[src/ksd_pkg.sv]
//----------------------------------------------------------------------
// Behaviour
//----------------------------------------------------------------------
// Behaviour
// - Kernel mode: debug clear, user clear/erl/exl set
// - Non-debug exception sets exl or erl
// - Return clears erl; exl only if erl clear
// - Kernel low half mapped, tagged with space tag
// - Error level: low half unmapped, uncached
// - 100 segment unmapped, minus base, low field
// - 101 segment unmapped, minus base, uncached
// - 110 segment mapped in kernel mode
// - 111 segment mapped through translation buffer
// - Debug: mapped areas need resident translation
// - Debug: kernel exceptions become debug exceptions
// - Debug: unmapped kernel segments stay reachable
// - Debug segment spans ff20_0000 to ff3f_ffff
// - Lower debug half maps uncached to probe
// - Upper debug half maps to debug registers
// - Register range: normal-memory flag selects kernel
// - Unimplemented debug registers: writes ignored
// - Probe range: normal-memory flag, probe enable; the code ignores probe_enable_i
// - Probe reference with enable clear stays pending; the code ignores the enable and clears pending on probe_done_i
// - User mode: user set, exl erl debug clear
// - Cache codes 2 and 7 mean uncached
package ksd_pkg;
  localparam int ADDR_W = 32;
  localparam int TAG_W  = 8;
  localparam int CCA_W  = 3;
  localparam logic [2:0] TOP_UNMAP_CACHED   = 3'h4;
  localparam logic [2:0] TOP_UNMAP_UNCACHED = 3'h5;
  localparam logic [2:0] TOP_MAPPED_LOW     = 3'h6;
  localparam logic [2:0] TOP_MAPPED_HIGH    = 3'h7;
  localparam logic [31:0] UNMAP_CACHED_BASE   = 32'h8000_0000;
  localparam logic [31:0] UNMAP_UNCACHED_BASE = 32'ha000_0000;
  localparam logic [31:0] DSEG_LO    = 32'hff20_0000;
  localparam logic [31:0] DSEG_HI    = 32'hff3f_ffff;
  localparam logic [31:0] DRSEG_LO   = 32'hff30_0000;
  localparam logic [19:0] DSUB_MASK  = 20'hf_ffff;
  localparam logic [2:0] CCA_UNC_A = 3'h2;
  localparam logic [2:0] CCA_UNC_B = 3'h7;
  localparam logic [2:0] CCA_UNCACHED = 3'h2;
  localparam logic [2:0] CCA_CACHED   = 3'h3;
  typedef enum logic [2:0] {
    KSD_SEG_KUSEG, KSD_SEG_KCACHED, KSD_SEG_KUNCACHED, KSD_SEG_K2,
    KSD_SEG_K3,
    KSD_SEG_PROBE, KSD_SEG_DREG, KSD_SEG_NONE
  } ksd_seg_t;
  typedef enum logic [1:0] {
    KSD_RT_MEM, KSD_RT_PROBE, KSD_RT_DREG
  } ksd_route_t;
endpackage

[src/ksd_mode.sv]
`timescale 1ns/1ps
module ksd_mode
  import ksd_pkg::*;
(
  input  wire logic sys_clk_i,
  input  wire logic rst_n_i,
  input  wire logic exc_i,
  input  wire logic exc_err_i,
  input  wire logic exc_debug_i,
  input  wire logic exception_return_i,
  input  wire logic user_mode_set_i,
  input  wire logic user_mode_val_i,
  input  wire logic debug_return_i,
  output logic      user_mode_flag_o,
  output logic      exception_level_flag_o,
  output logic      error_level_flag_o,
  output logic      debug_mode_flag_o
);
  //--------------------------------------------------------------------
  // Mode flag state
  //--------------------------------------------------------------------
  wire logic non_dbg_exc;
  wire logic next_exc_lvl;
  wire logic next_err_lvl;
  wire logic next_dbg_flag;
  wire logic next_usr_flag;
  // Debug exceptions leave status flags alone
  assign non_dbg_exc = exc_i & ~exc_debug_i;
  // Exception wins over a simultaneous return
  assign next_err_lvl = (non_dbg_exc & exc_err_i) ? 1'b1 :
                        exception_return_i ? 1'b0 :
                        error_level_flag_o;
  assign next_exc_lvl = (non_dbg_exc & ~exc_err_i) ? 1'b1 :
                        (exception_return_i & ~error_level_flag_o) ? 1'b0 :
                        exception_level_flag_o;
  assign next_dbg_flag = exc_debug_i ? 1'b1 :
                         debug_return_i ? 1'b0 : debug_mode_flag_o;
  assign next_usr_flag = user_mode_set_i ? user_mode_val_i
                                         : user_mode_flag_o;
  // Reset enters kernel mode via the error level
  always_ff @(posedge sys_clk_i or negedge rst_n_i) begin
    if (!rst_n_i) begin
      user_mode_flag_o       <= 1'b0;
      exception_level_flag_o <= 1'b0;
      error_level_flag_o     <= 1'b1;
      debug_mode_flag_o      <= 1'b0;
    end else begin
      user_mode_flag_o       <= next_usr_flag;
      exception_level_flag_o <= next_exc_lvl;
      error_level_flag_o     <= next_err_lvl;
      debug_mode_flag_o      <= next_dbg_flag;
    end
  end
endmodule

[src/ksd_decoder.sv]
`timescale 1ns/1ps
module ksd_decoder
  import ksd_pkg::*;
#(
  parameter int ADDR_WIDTH = ADDR_W,
  parameter int TAG_WIDTH  = TAG_W
)(
  input  wire logic                  sys_clk_i,
  input  wire logic                  rst_n_i,
  input  wire logic                  exc_i,
  input  wire logic                  exc_err_i,
  input  wire logic                  exc_debug_i,
  input  wire logic                  exception_return_i,
  input  wire logic [ADDR_WIDTH-1:0] saved_pc_i,
  input  wire logic                  user_mode_set_i,
  input  wire logic                  user_mode_val_i,
  input  wire logic                  debug_return_i,
  input  wire logic                  req_valid_i,
  input  wire logic [ADDR_WIDTH-1:0] req_addr_i,
  input  wire logic                  req_fetch_i,
  input  wire logic                  req_write_i,
  input  wire logic                  req_word_i,
  input  wire logic [TAG_WIDTH-1:0]  address_space_tag_i,
  input  wire logic [CCA_W-1:0]      low_kernel_cache_field_i,
  input  wire logic [CCA_W-1:0]      high_kernel_cache_field_i,
  input  wire logic                  load_store_normal_memory_i,
  input  wire logic                  probe_enable_i,
  input  wire logic                  tb_hit_i,
  input  wire logic                  tb_fault_i,
  input  wire logic                  probe_done_i,
  input  wire logic                  dreg_impl_i,
  output logic                       kernel_mode_o,
  output logic                       user_mode_o,
  output logic                       debug_mode_o,
  output logic                       error_level_o,
  output logic                       exception_level_o,
  output logic                       ret_valid_o,
  output logic [ADDR_WIDTH-1:0]      ret_pc_o,
  output logic                       rsp_valid_o,
  output logic [2:0]                 rsp_seg_o,
  output logic                       rsp_mapped_o,
  output logic [ADDR_WIDTH-1:0]      rsp_paddr_o,
  output logic [TAG_WIDTH-1:0]       rsp_tag_o,
  output logic                       rsp_uncached_o,
  output logic [1:0]                 rsp_route_o,
  output logic                       rsp_dreg_we_o,
  output logic                       rsp_debug_exc_o,
  output logic                       rsp_addr_err_o,
  output logic                       probe_pending_o
);
  //--------------------------------------------------------------------
  // Elaboration checks
  //--------------------------------------------------------------------
  if (ADDR_WIDTH != 32) begin : g_bad_addr
    $error("ksd_decoder needs a 32-bit address");
  end
  if (TAG_WIDTH < 1) begin : g_bad_tag
    $error("ksd_decoder needs a nonzero tag width");
  end

  //--------------------------------------------------------------------
  // Mode flags
  //--------------------------------------------------------------------
  logic usr_flag;
  logic exc_lvl;
  logic err_lvl;
  logic dbg_flag;
  ksd_mode u_mode (
    .sys_clk_i            (sys_clk_i),
    .rst_n_i              (rst_n_i),
    .exc_i                (exc_i),
    .exc_err_i            (exc_err_i),
    .exc_debug_i          (exc_debug_i),
    .exception_return_i   (exception_return_i),
    .user_mode_set_i      (user_mode_set_i),
    .user_mode_val_i      (user_mode_val_i),
    .debug_return_i       (debug_return_i),
    .user_mode_flag_o       (usr_flag),
    .exception_level_flag_o (exc_lvl),
    .error_level_flag_o     (err_lvl),
    .debug_mode_flag_o      (dbg_flag)
  );

  function automatic logic cca_uncached(input logic [CCA_W-1:0] c);
    cca_uncached = (c == CCA_UNC_A) || (c == CCA_UNC_B);
  endfunction

  //--------------------------------------------------------------------
  // Mode decode, taken from current flags
  //--------------------------------------------------------------------
  wire logic kern;
  wire logic user;
  wire logic priv;
  assign kern = ~dbg_flag & (~usr_flag | err_lvl | exc_lvl);
  assign user = usr_flag & ~exc_lvl & ~err_lvl & ~dbg_flag;
  // Debug sees the kernel map plus the debug segment
  assign priv = kern | dbg_flag;

  //--------------------------------------------------------------------
  // Segment decode
  //--------------------------------------------------------------------
  wire logic [2:0]  top;
  wire logic        in_dseg;
  wire logic        in_dreg;
  wire logic        normal;
  wire logic        to_probe;
  wire logic        to_dreg;
  wire logic        low_field_unc;
  wire logic        high_field_unc;
  assign top     = req_addr_i[31:29];
  assign in_dseg = dbg_flag & (req_addr_i >= DSEG_LO)
                      & (req_addr_i <= DSEG_HI);
  assign in_dreg = req_addr_i >= DRSEG_LO;
  // Only loads and stores may reach plain kernel space here
  assign normal  = ~req_fetch_i & load_store_normal_memory_i;
  assign to_probe = in_dseg & ~in_dreg & ~normal;
  assign to_dreg  = in_dseg & in_dreg & ~normal;
  assign low_field_unc  = cca_uncached(low_kernel_cache_field_i);
  assign high_field_unc = cca_uncached(high_kernel_cache_field_i);

  logic [2:0]            seg;
  logic                  mapped;
  logic [ADDR_WIDTH-1:0] paddr;
  logic                  unc;
  logic [1:0]            route;
  logic                  aerr;
  always_comb begin
    seg    = KSD_SEG_NONE;
    mapped = 1'b0;
    paddr  = req_addr_i;
    unc    = 1'b1;
    route  = KSD_RT_MEM;
    aerr   = 1'b0;
    if (to_probe) begin
      seg   = KSD_SEG_PROBE;
      paddr = {12'h000, req_addr_i[19:0] & DSUB_MASK};
      route = KSD_RT_PROBE;
    end else if (to_dreg) begin
      seg   = KSD_SEG_DREG;
      paddr = {12'h000, req_addr_i[19:0] & DSUB_MASK};
      route = KSD_RT_DREG;
    end else if (!top[2]) begin
      seg = KSD_SEG_KUSEG;
      if (err_lvl && priv) begin
        mapped = 1'b0;
        unc    = 1'b1;
      end else begin
        mapped = 1'b1;
        unc    = 1'b0;
      end
    end else if (!priv) begin
      aerr = 1'b1;
    end else begin
      unique case (top)
        TOP_UNMAP_CACHED: begin
          seg   = KSD_SEG_KCACHED;
          paddr = req_addr_i - UNMAP_CACHED_BASE;
          unc   = low_field_unc;
        end
        TOP_UNMAP_UNCACHED: begin
          seg   = KSD_SEG_KUNCACHED;
          paddr = req_addr_i - UNMAP_UNCACHED_BASE;
          unc   = 1'b1;
        end
        TOP_MAPPED_LOW: begin
          seg    = KSD_SEG_K2;
          mapped = 1'b1;
          unc    = high_field_unc;
        end
        TOP_MAPPED_HIGH: begin
          seg    = KSD_SEG_K3;
          mapped = 1'b1;
          unc    = high_field_unc;
        end
        default: begin
          seg = KSD_SEG_NONE;
        end
      endcase
    end
  end

  // Debug mode: a kernel fault turns into a debug exception
  wire logic kern_fault;
  wire logic dbg_exc;
  assign kern_fault = aerr | (mapped & (~tb_hit_i | tb_fault_i));
  assign dbg_exc = req_valid_i & dbg_flag & kern_fault;
  // Unimplemented registers and non-word sizes drop the write
  wire logic dreg_we;
  assign dreg_we = req_valid_i & to_dreg & req_write_i
                   & dreg_impl_i & req_word_i;
  // Probe reference hangs regardless of enable until answered
  wire logic next_pending;
  assign next_pending = (req_valid_i & to_probe) |
                        (probe_pending_o & ~probe_done_i);

  //--------------------------------------------------------------------
  // Registered outputs, one cycle after the request
  //--------------------------------------------------------------------
  always_ff @(posedge sys_clk_i or negedge rst_n_i) begin
    if (!rst_n_i) begin
      rsp_valid_o     <= 1'b0;
      rsp_seg_o       <= KSD_SEG_NONE;
      rsp_mapped_o    <= 1'b0;
      rsp_paddr_o     <= '0;
      rsp_tag_o       <= '0;
      rsp_uncached_o  <= 1'b1;
      rsp_route_o     <= KSD_RT_MEM;
      rsp_dreg_we_o   <= 1'b0;
      rsp_debug_exc_o <= 1'b0;
      rsp_addr_err_o  <= 1'b0;
      probe_pending_o <= 1'b0;
    end else begin
      rsp_valid_o     <= req_valid_i;
      rsp_seg_o       <= seg;
      rsp_mapped_o    <= mapped;
      rsp_paddr_o     <= paddr;
      rsp_tag_o       <= mapped ? address_space_tag_i : '0;
      rsp_uncached_o  <= unc;
      rsp_route_o     <= route;
      rsp_dreg_we_o   <= dreg_we;
      rsp_debug_exc_o <= dbg_exc;
      rsp_addr_err_o  <= req_valid_i & aerr & ~dbg_flag;
      probe_pending_o <= next_pending;
    end
  end

  always_ff @(posedge sys_clk_i or negedge rst_n_i) begin
    if (!rst_n_i) begin
      kernel_mode_o     <= 1'b1;
      user_mode_o       <= 1'b0;
      debug_mode_o      <= 1'b0;
      error_level_o     <= 1'b1;
      exception_level_o <= 1'b0;
      ret_valid_o       <= 1'b0;
      ret_pc_o          <= '0;
    end else begin
      kernel_mode_o     <= kern;
      user_mode_o       <= user;
      debug_mode_o      <= dbg_flag;
      error_level_o     <= err_lvl;
      exception_level_o <= exc_lvl;
      ret_valid_o       <= exception_return_i;
      ret_pc_o          <= saved_pc_i;
    end
  end
endmodule

[config.mk]
export PLATFORM = sky130hd
export DESIGN_NAME = ksd_decoder
export DESIGN_NICKNAME = d
export VERILOG_FILES = /design/src/ksd_pkg.sv /design/src/ksd_mode.sv /design/src/ksd_decoder.sv
export SDC_FILE = /design/constraint.sdc
export NUM_CORES = 1
export LEC_CHECK = 0
export ABC_AREA = 1
export ABC_CLOCK_PERIOD_IN_PS = 1800
export BUFFER_PORTS_ARGS = -buffer_cell sky130_fd_sc_hd__buf_2
export CORE_MARGIN = 3
export CORE_UTILIZATION = 42
export CTS_CLUSTER_SIZE = 30
export DETAILED_ROUTE_END_ITERATION = 12
export PLACE_DENSITY_LB_ADDON = 0.08
export SLEW_MARGIN = 20
export SYNTH_ARGS = -nofsm -noshare
export SYNTH_HDL_FRONTEND = slang
export SYNTH_SLANG_ARGS = --single-unit
[constraint.sdc]
create_clock -name sys_clk_i -period 1.8 [get_ports sys_clk_i]
set_clock_uncertainty 0.2 [all_clocks]
set_input_delay 0.36 -clock sys_clk_i [delete_from_list [all_inputs] [get_ports sys_clk_i]]
set_output_delay 0.36 -clock sys_clk_i [all_outputs]
set_load 0.1 [all_outputs]
Word-level counts from Yosys, hierarchy flattened --
Cells that the tools add are included.
Word-level totals: bits in registers 94
Operators by class: magnitude comparators 3, equal/unequal tests 8, multiplexer cells 35, add/subtract/negate cells 2, bitwise logic cells 43, reductions and logical operators 7
Operators by type and width (number):
- $mux W32 | 4
- $ge A32 B32 Y1 const B | 2
- $pmux W32 S2 | 1
- $sub A32 B32 Y32 const B | 2
- $le A32 B32 Y1 const B | 1
- $and A1 B1 Y1 | 26
- $mux W1 | 21
- $eq A3 B3 Y1 const B | 6
- $mux W3 | 4
- $pmux W3 S4 | 1
- $not A1 Y1 | 11
- $mux W8 | 1
- $eq A3 B2 Y1 const B | 2
- $or A1 B1 Y1 | 6
- $reduce_bool A2 Y1 | 3
- $mux W2 | 2
- $logic_or A1 B1 Y1 | 2
- $pmux W1 S2 | 1
- $reduce_or A2 Y1 | 1
- $logic_and A1 B1 Y1 | 1

Depth between registers and ports, before layout --
word-level depth 13, gate-level depth with buffers 9, depth with buffers taken out 9

By module --
From an unflattened synthesis, not the netlist that was laid out.
Second synthesis, totals: cell total of the unflattened synthesis 238, area, all modules 3030.4 um2
By module, submodules not included:
- ksd_decoder | area each 2864.0 um2, cells each 218, instances 1, sequential area each 2259.7 um2
- ksd_mode | area each 166.4 um2, cells each 20, instances 1, sequential area each 101.3 um2

Worst setup path before layout --
OpenSTA, ideal clock, no wires.
path kind register to output, start register probe_pending_o, end output port probe_pending_o, path slack 343 ps, cell stages (with the launch flop) 1, arrival time 897 ps, data required time 1240 ps, path through dfrtp_1
RTL lines:
- from (decl) | line ksd_decoder.sv:49 | output logic probe_pending_o
- from (signal assigned) | line ksd_decoder.sv:223 | probe_pending_o <= next_pending;
No word-level cell between the ends.

Worst setup path in the final report --
start register ret_pc_o[25], end output port ret_pc_o[25]
RTL lines:
- from (decl) | line ksd_decoder.sv:38 | output logic [ADDR_WIDTH-1:0] ret_pc_o,
- from (signal assigned) | line ksd_decoder.sv:243 | ret_pc_o <= saved_pc_i;
No word-level cell between the ends.

==> out/metrics.sh <==
RUN_STATUS='complete, no violations'
BUFFER_LEVELS_ON_THE_LONGEST_CLOCK_PATH=2
MOST_USED_STANDARD_CELL_BY_INSTANCE_COUNT_AFTER_SYNTHESIS='dfrtp_1'
FIRST_GLOBAL_VIAS=2593
AVG_SYNTHESIZED_CELL_AREA_UM2=12.9
CP_NUM_BUF_INV=1
DIE_HEIGHT_UM=91.2
TIMING.CRITICAL_PATH.SLOWEST_CELL_DELAY_NS=0.43
TRITONCTS.NUM_BUFFERS=9
SYNTH-EDFF-COUNT=0
SEQUENTIAL_ELEMENT_SHARE_OF_THE_SYNTHESIZED_AREA_PCT=77.5
CP-END-KIND='output pin'
TIGHTEST_SLEW_NS=0.525
WORST_EP_REQUIRED_TIME_NS=1.24
SHARE_OF_FINAL_LAYOUT_STANDARD_CELLS_STRONGER_THAN_DRIVE_STRENGTH_1_PCT=44.2
PORT-BUFFER-COUNT=185
PATH_CELLS='buf_2'
KIND_OF_PATH_BEHIND_THE_TIGHTEST_HOLD_CHECK='in -> reg'
START_KIND='register'
MAXCLOCKFREQUENCY_MHz=583
CTS_TREE='yes'
POSTPLACECELLAREA_UM2=4220
FIN_WORST_HOLD_SLACK_NS=0.00760
CRITICAL_PATH.MAX_FANOUT=1
SYNTHTOPCELLSBYAREA='dfrtp_1, dfstp_2, nand2_1'
FLOORPLAN.ROWS=30
OVERFLOW=0
SYNTH_COMMON_CELLS='dfrtp_1, nand2_1, inv_1'
SYN-CELL-AREA_UM2=3050
CPLARGESTDELAYFAMILY='buffers and inverters'
CTS.REPAIR.RESIZED=0
INSERTION_DELAY_NS=0.34
INITIAL_UTILIZATION_PCT=44.1
SYN-INSTANCE-COUNT=236
SYNTH.TOP_CELL.AREA_SHARE_PCT=71.4
FIRST_ITER_VIOLATIONS=51
VIASPERCELL=4.33
PERIOD_NEEDED_NS=1.72
YS.WARNINGS.COUNT=0
WORST_SETUP_PATH_STARTPOINT='ret_pc_o[25]'
REG2REGPATHDEPTH=7
HOLD_DEPTH=3
SYNTH_AREA_LEADER_CELL='dfrtp_1'
YOSYSUNIQUECELLTYPES=26
CTS.SINK_COUNT=94
FIN_NETS=599
SLEW_HEADROOM_PCT=65.2
GRT_FIRST_PASS_WIRELENGTH_MM=13.5
DIE-AREA_UM2=8310
PLACER_CONGESTION=0.880
GRT_ANTENNA_BEFORE_REPAIR=1
POWER.STATIC_LEAKAGE_uW=0.00275
SETUP_VIOL=0
POST_SYNTH_TOP_FLOP='dfrtp_1'
CRIT_ARRIVAL_NS=1.16
POSTLAYOUTCOREUTIL_PCT=73.1
SLEW_VIOL_FINAL=0
DRC=0
VIAS=2594
DESIGN_AREA_UM2=5050
MAPPEDNETLISTNETS=338
HOLDBUFCOUNTCTS=62
IO_PINS=187
CRITICAL-PATH-SLOWEST-CELL='buf_2'
WORSTSETUPPATHTYPE='reg -> out'
POWER_DENSITY_nW_PER_UM2=988
AREA_GROWTH_SYN_TO_LAYOUT_PCT=65.6
POST-CTS-SETUP-BUFFER-COUNT=0
WORST_SUPPLY_VOLTAGE_DROP_ON_VDD_mV=0.432
PATH_CLK_SLEW_NS=0.10
CRITICAL_PATH.REG2REG.STARTPOINT='u_mode.error_level_flag_o'
MAXIMUM_NUMBER_OF_PINS_ON_ONE_NET_BEFORE_GLOBAL_ROUTE_REPAIR=34
GLOBALROUTETOTALUTIL_PCT=21.4
DP_HPWL_MM=5.78
POSTSYNTHREGISTERBITS=94
HOLD_PATH_END='rsp_tag_o[0]'
SETUP.REG_TO_REG.WORST_SLACK_NS=0.26
SYNTH_ASYNC_SR_FLOP_SHARE_PCT=100
DRT_WL_TOTAL_MM=8.78
CTSHTREEMAXLEVEL=3
CAP_VIOLATIONS=0
RSZ0062_AT_GRT='false'
TCRIT_TCLK_FINAL_PCT=95.3
OVERALL_DIE_WIDTH_UM=91.2
FINALHOLDVIOLATIONS=0
DRTPASS1ITERATIONS=4
REG2REG_TO='rsp_uncached_o'
CORE_UM2=6910
WORST_HOLD_STARTPOINT='address_space_tag_i[0]'
DETAIL_ROUTE_ANTENNA_NETS=0
ROOT_BUF_CELL='clkbuf_8'
WIRE_PER_INST_UM=14.7
==> area by class of cell <==
| cell class | count | area, um2 |
|---|---|---|
| diodes | 1 | 2.50 |
| fillers | 511 | 1860 |
| inverters | 41 | 154 |
| clock inverters | 5 | 42.5 |
| well taps | 96 | 120 |
| multi-input cells | 97 | 503 |
| clock buffers | 11 | 141 |
| flip-flops and latches | 94 | 2360 |
| repair buffers | 254 | 1720 |
==> cell families after synthesis <==
kind of cell             synth area share, %
buffers and inverters                   6.03
adder cells (fa/ha/maj)                 2.05
AND/OR/NAND/NOR                         11.0
flip-flops                              77.5
AO/OA/AOI/OAI                           3.41
==> routing by layer <==
metal,vias up,part of all wire [%],track usage [%]
met2,117,53,38.4
met4,0,2.7,8.92
met5,-,0,0
met1,1226,36,23.6
li1,1232,-,-
met3,19,7.5,6.05
==> worst register-to-register path: cells and delay by family (launching register included) <==
| family | cells | cell delay (ns) |
|---|---|---|
| simple gates | 4 | 0.35 |
| compound gates | 1 | 0.19 |
| buf+inv | 2 | 0.19 |
| flops | 1 | 0.54 |
==> worst max-delay path by stage <==
stage / to / slack, ns / cells after the start
3_3_place_gp: rsp_tag_o[0] / 0.04 / 9
5_1_grt: ret_pc_o[25] / 0.03 / 1
4_1_cts: rsp_paddr_o[21] / 0.08 / 1
2_1_floorplan: probe_pending_o / 0.34 / 0
6_report: ret_pc_o[25] / 0.08 / 1
3_5_place_dp: rsp_tag_o[4] / -0.02 / 9
==> registers in the layout, summed over array words and instances (netlist names), 2 cells and up <==
name / cells
ret_pc_o: 32
rsp_paddr_o: 32
rsp_route_o: 2
rsp_seg_o: 3
rsp_tag_o: 8
==> through the flow <==
stage	cells	TNS [ns]	setup slack [ns]	total power [uW]
after floorplan	236	0	0.343	3260
after CTS	596	0	0.0777	5020
after global routing	599	0	0.0345	5190
after detailed placement	518	-0.125	-0.0203	3620
final	599	0	0.0843	4980
after global placement	518	0	0.0352	3620
==> power breakdown <==
| group | internal (uW) | switching [uW] | total [uW] | leakage, uW |
|---|---|---|---|---|
| registers | 2240 | 41.9 | 2280 | 0.00111 |
| logic | 330 | 1090 | 1420 | 0.00154 |
| clock network | 558 | 726 | 1280 | 0.0000958 |
==> placed cells by master (no fill, tap or decap), drive strengths merged, types with 2 or more instances in the layout <==
cell	synthesis	routed
clkinv	1	4
nand2	45	45
dfrtp	87	87
nand4	3	3
nand3	7	7
o21ai	9	9
or2	2	2
nor2	17	17
dfstp	7	7
inv	40	42
buf	2	190
dlygate4sd3	0	64
ha	5	5
clkbuf	2	11
a21oi	5	5
Note: power is estimated with default switching activity, not from simulation.
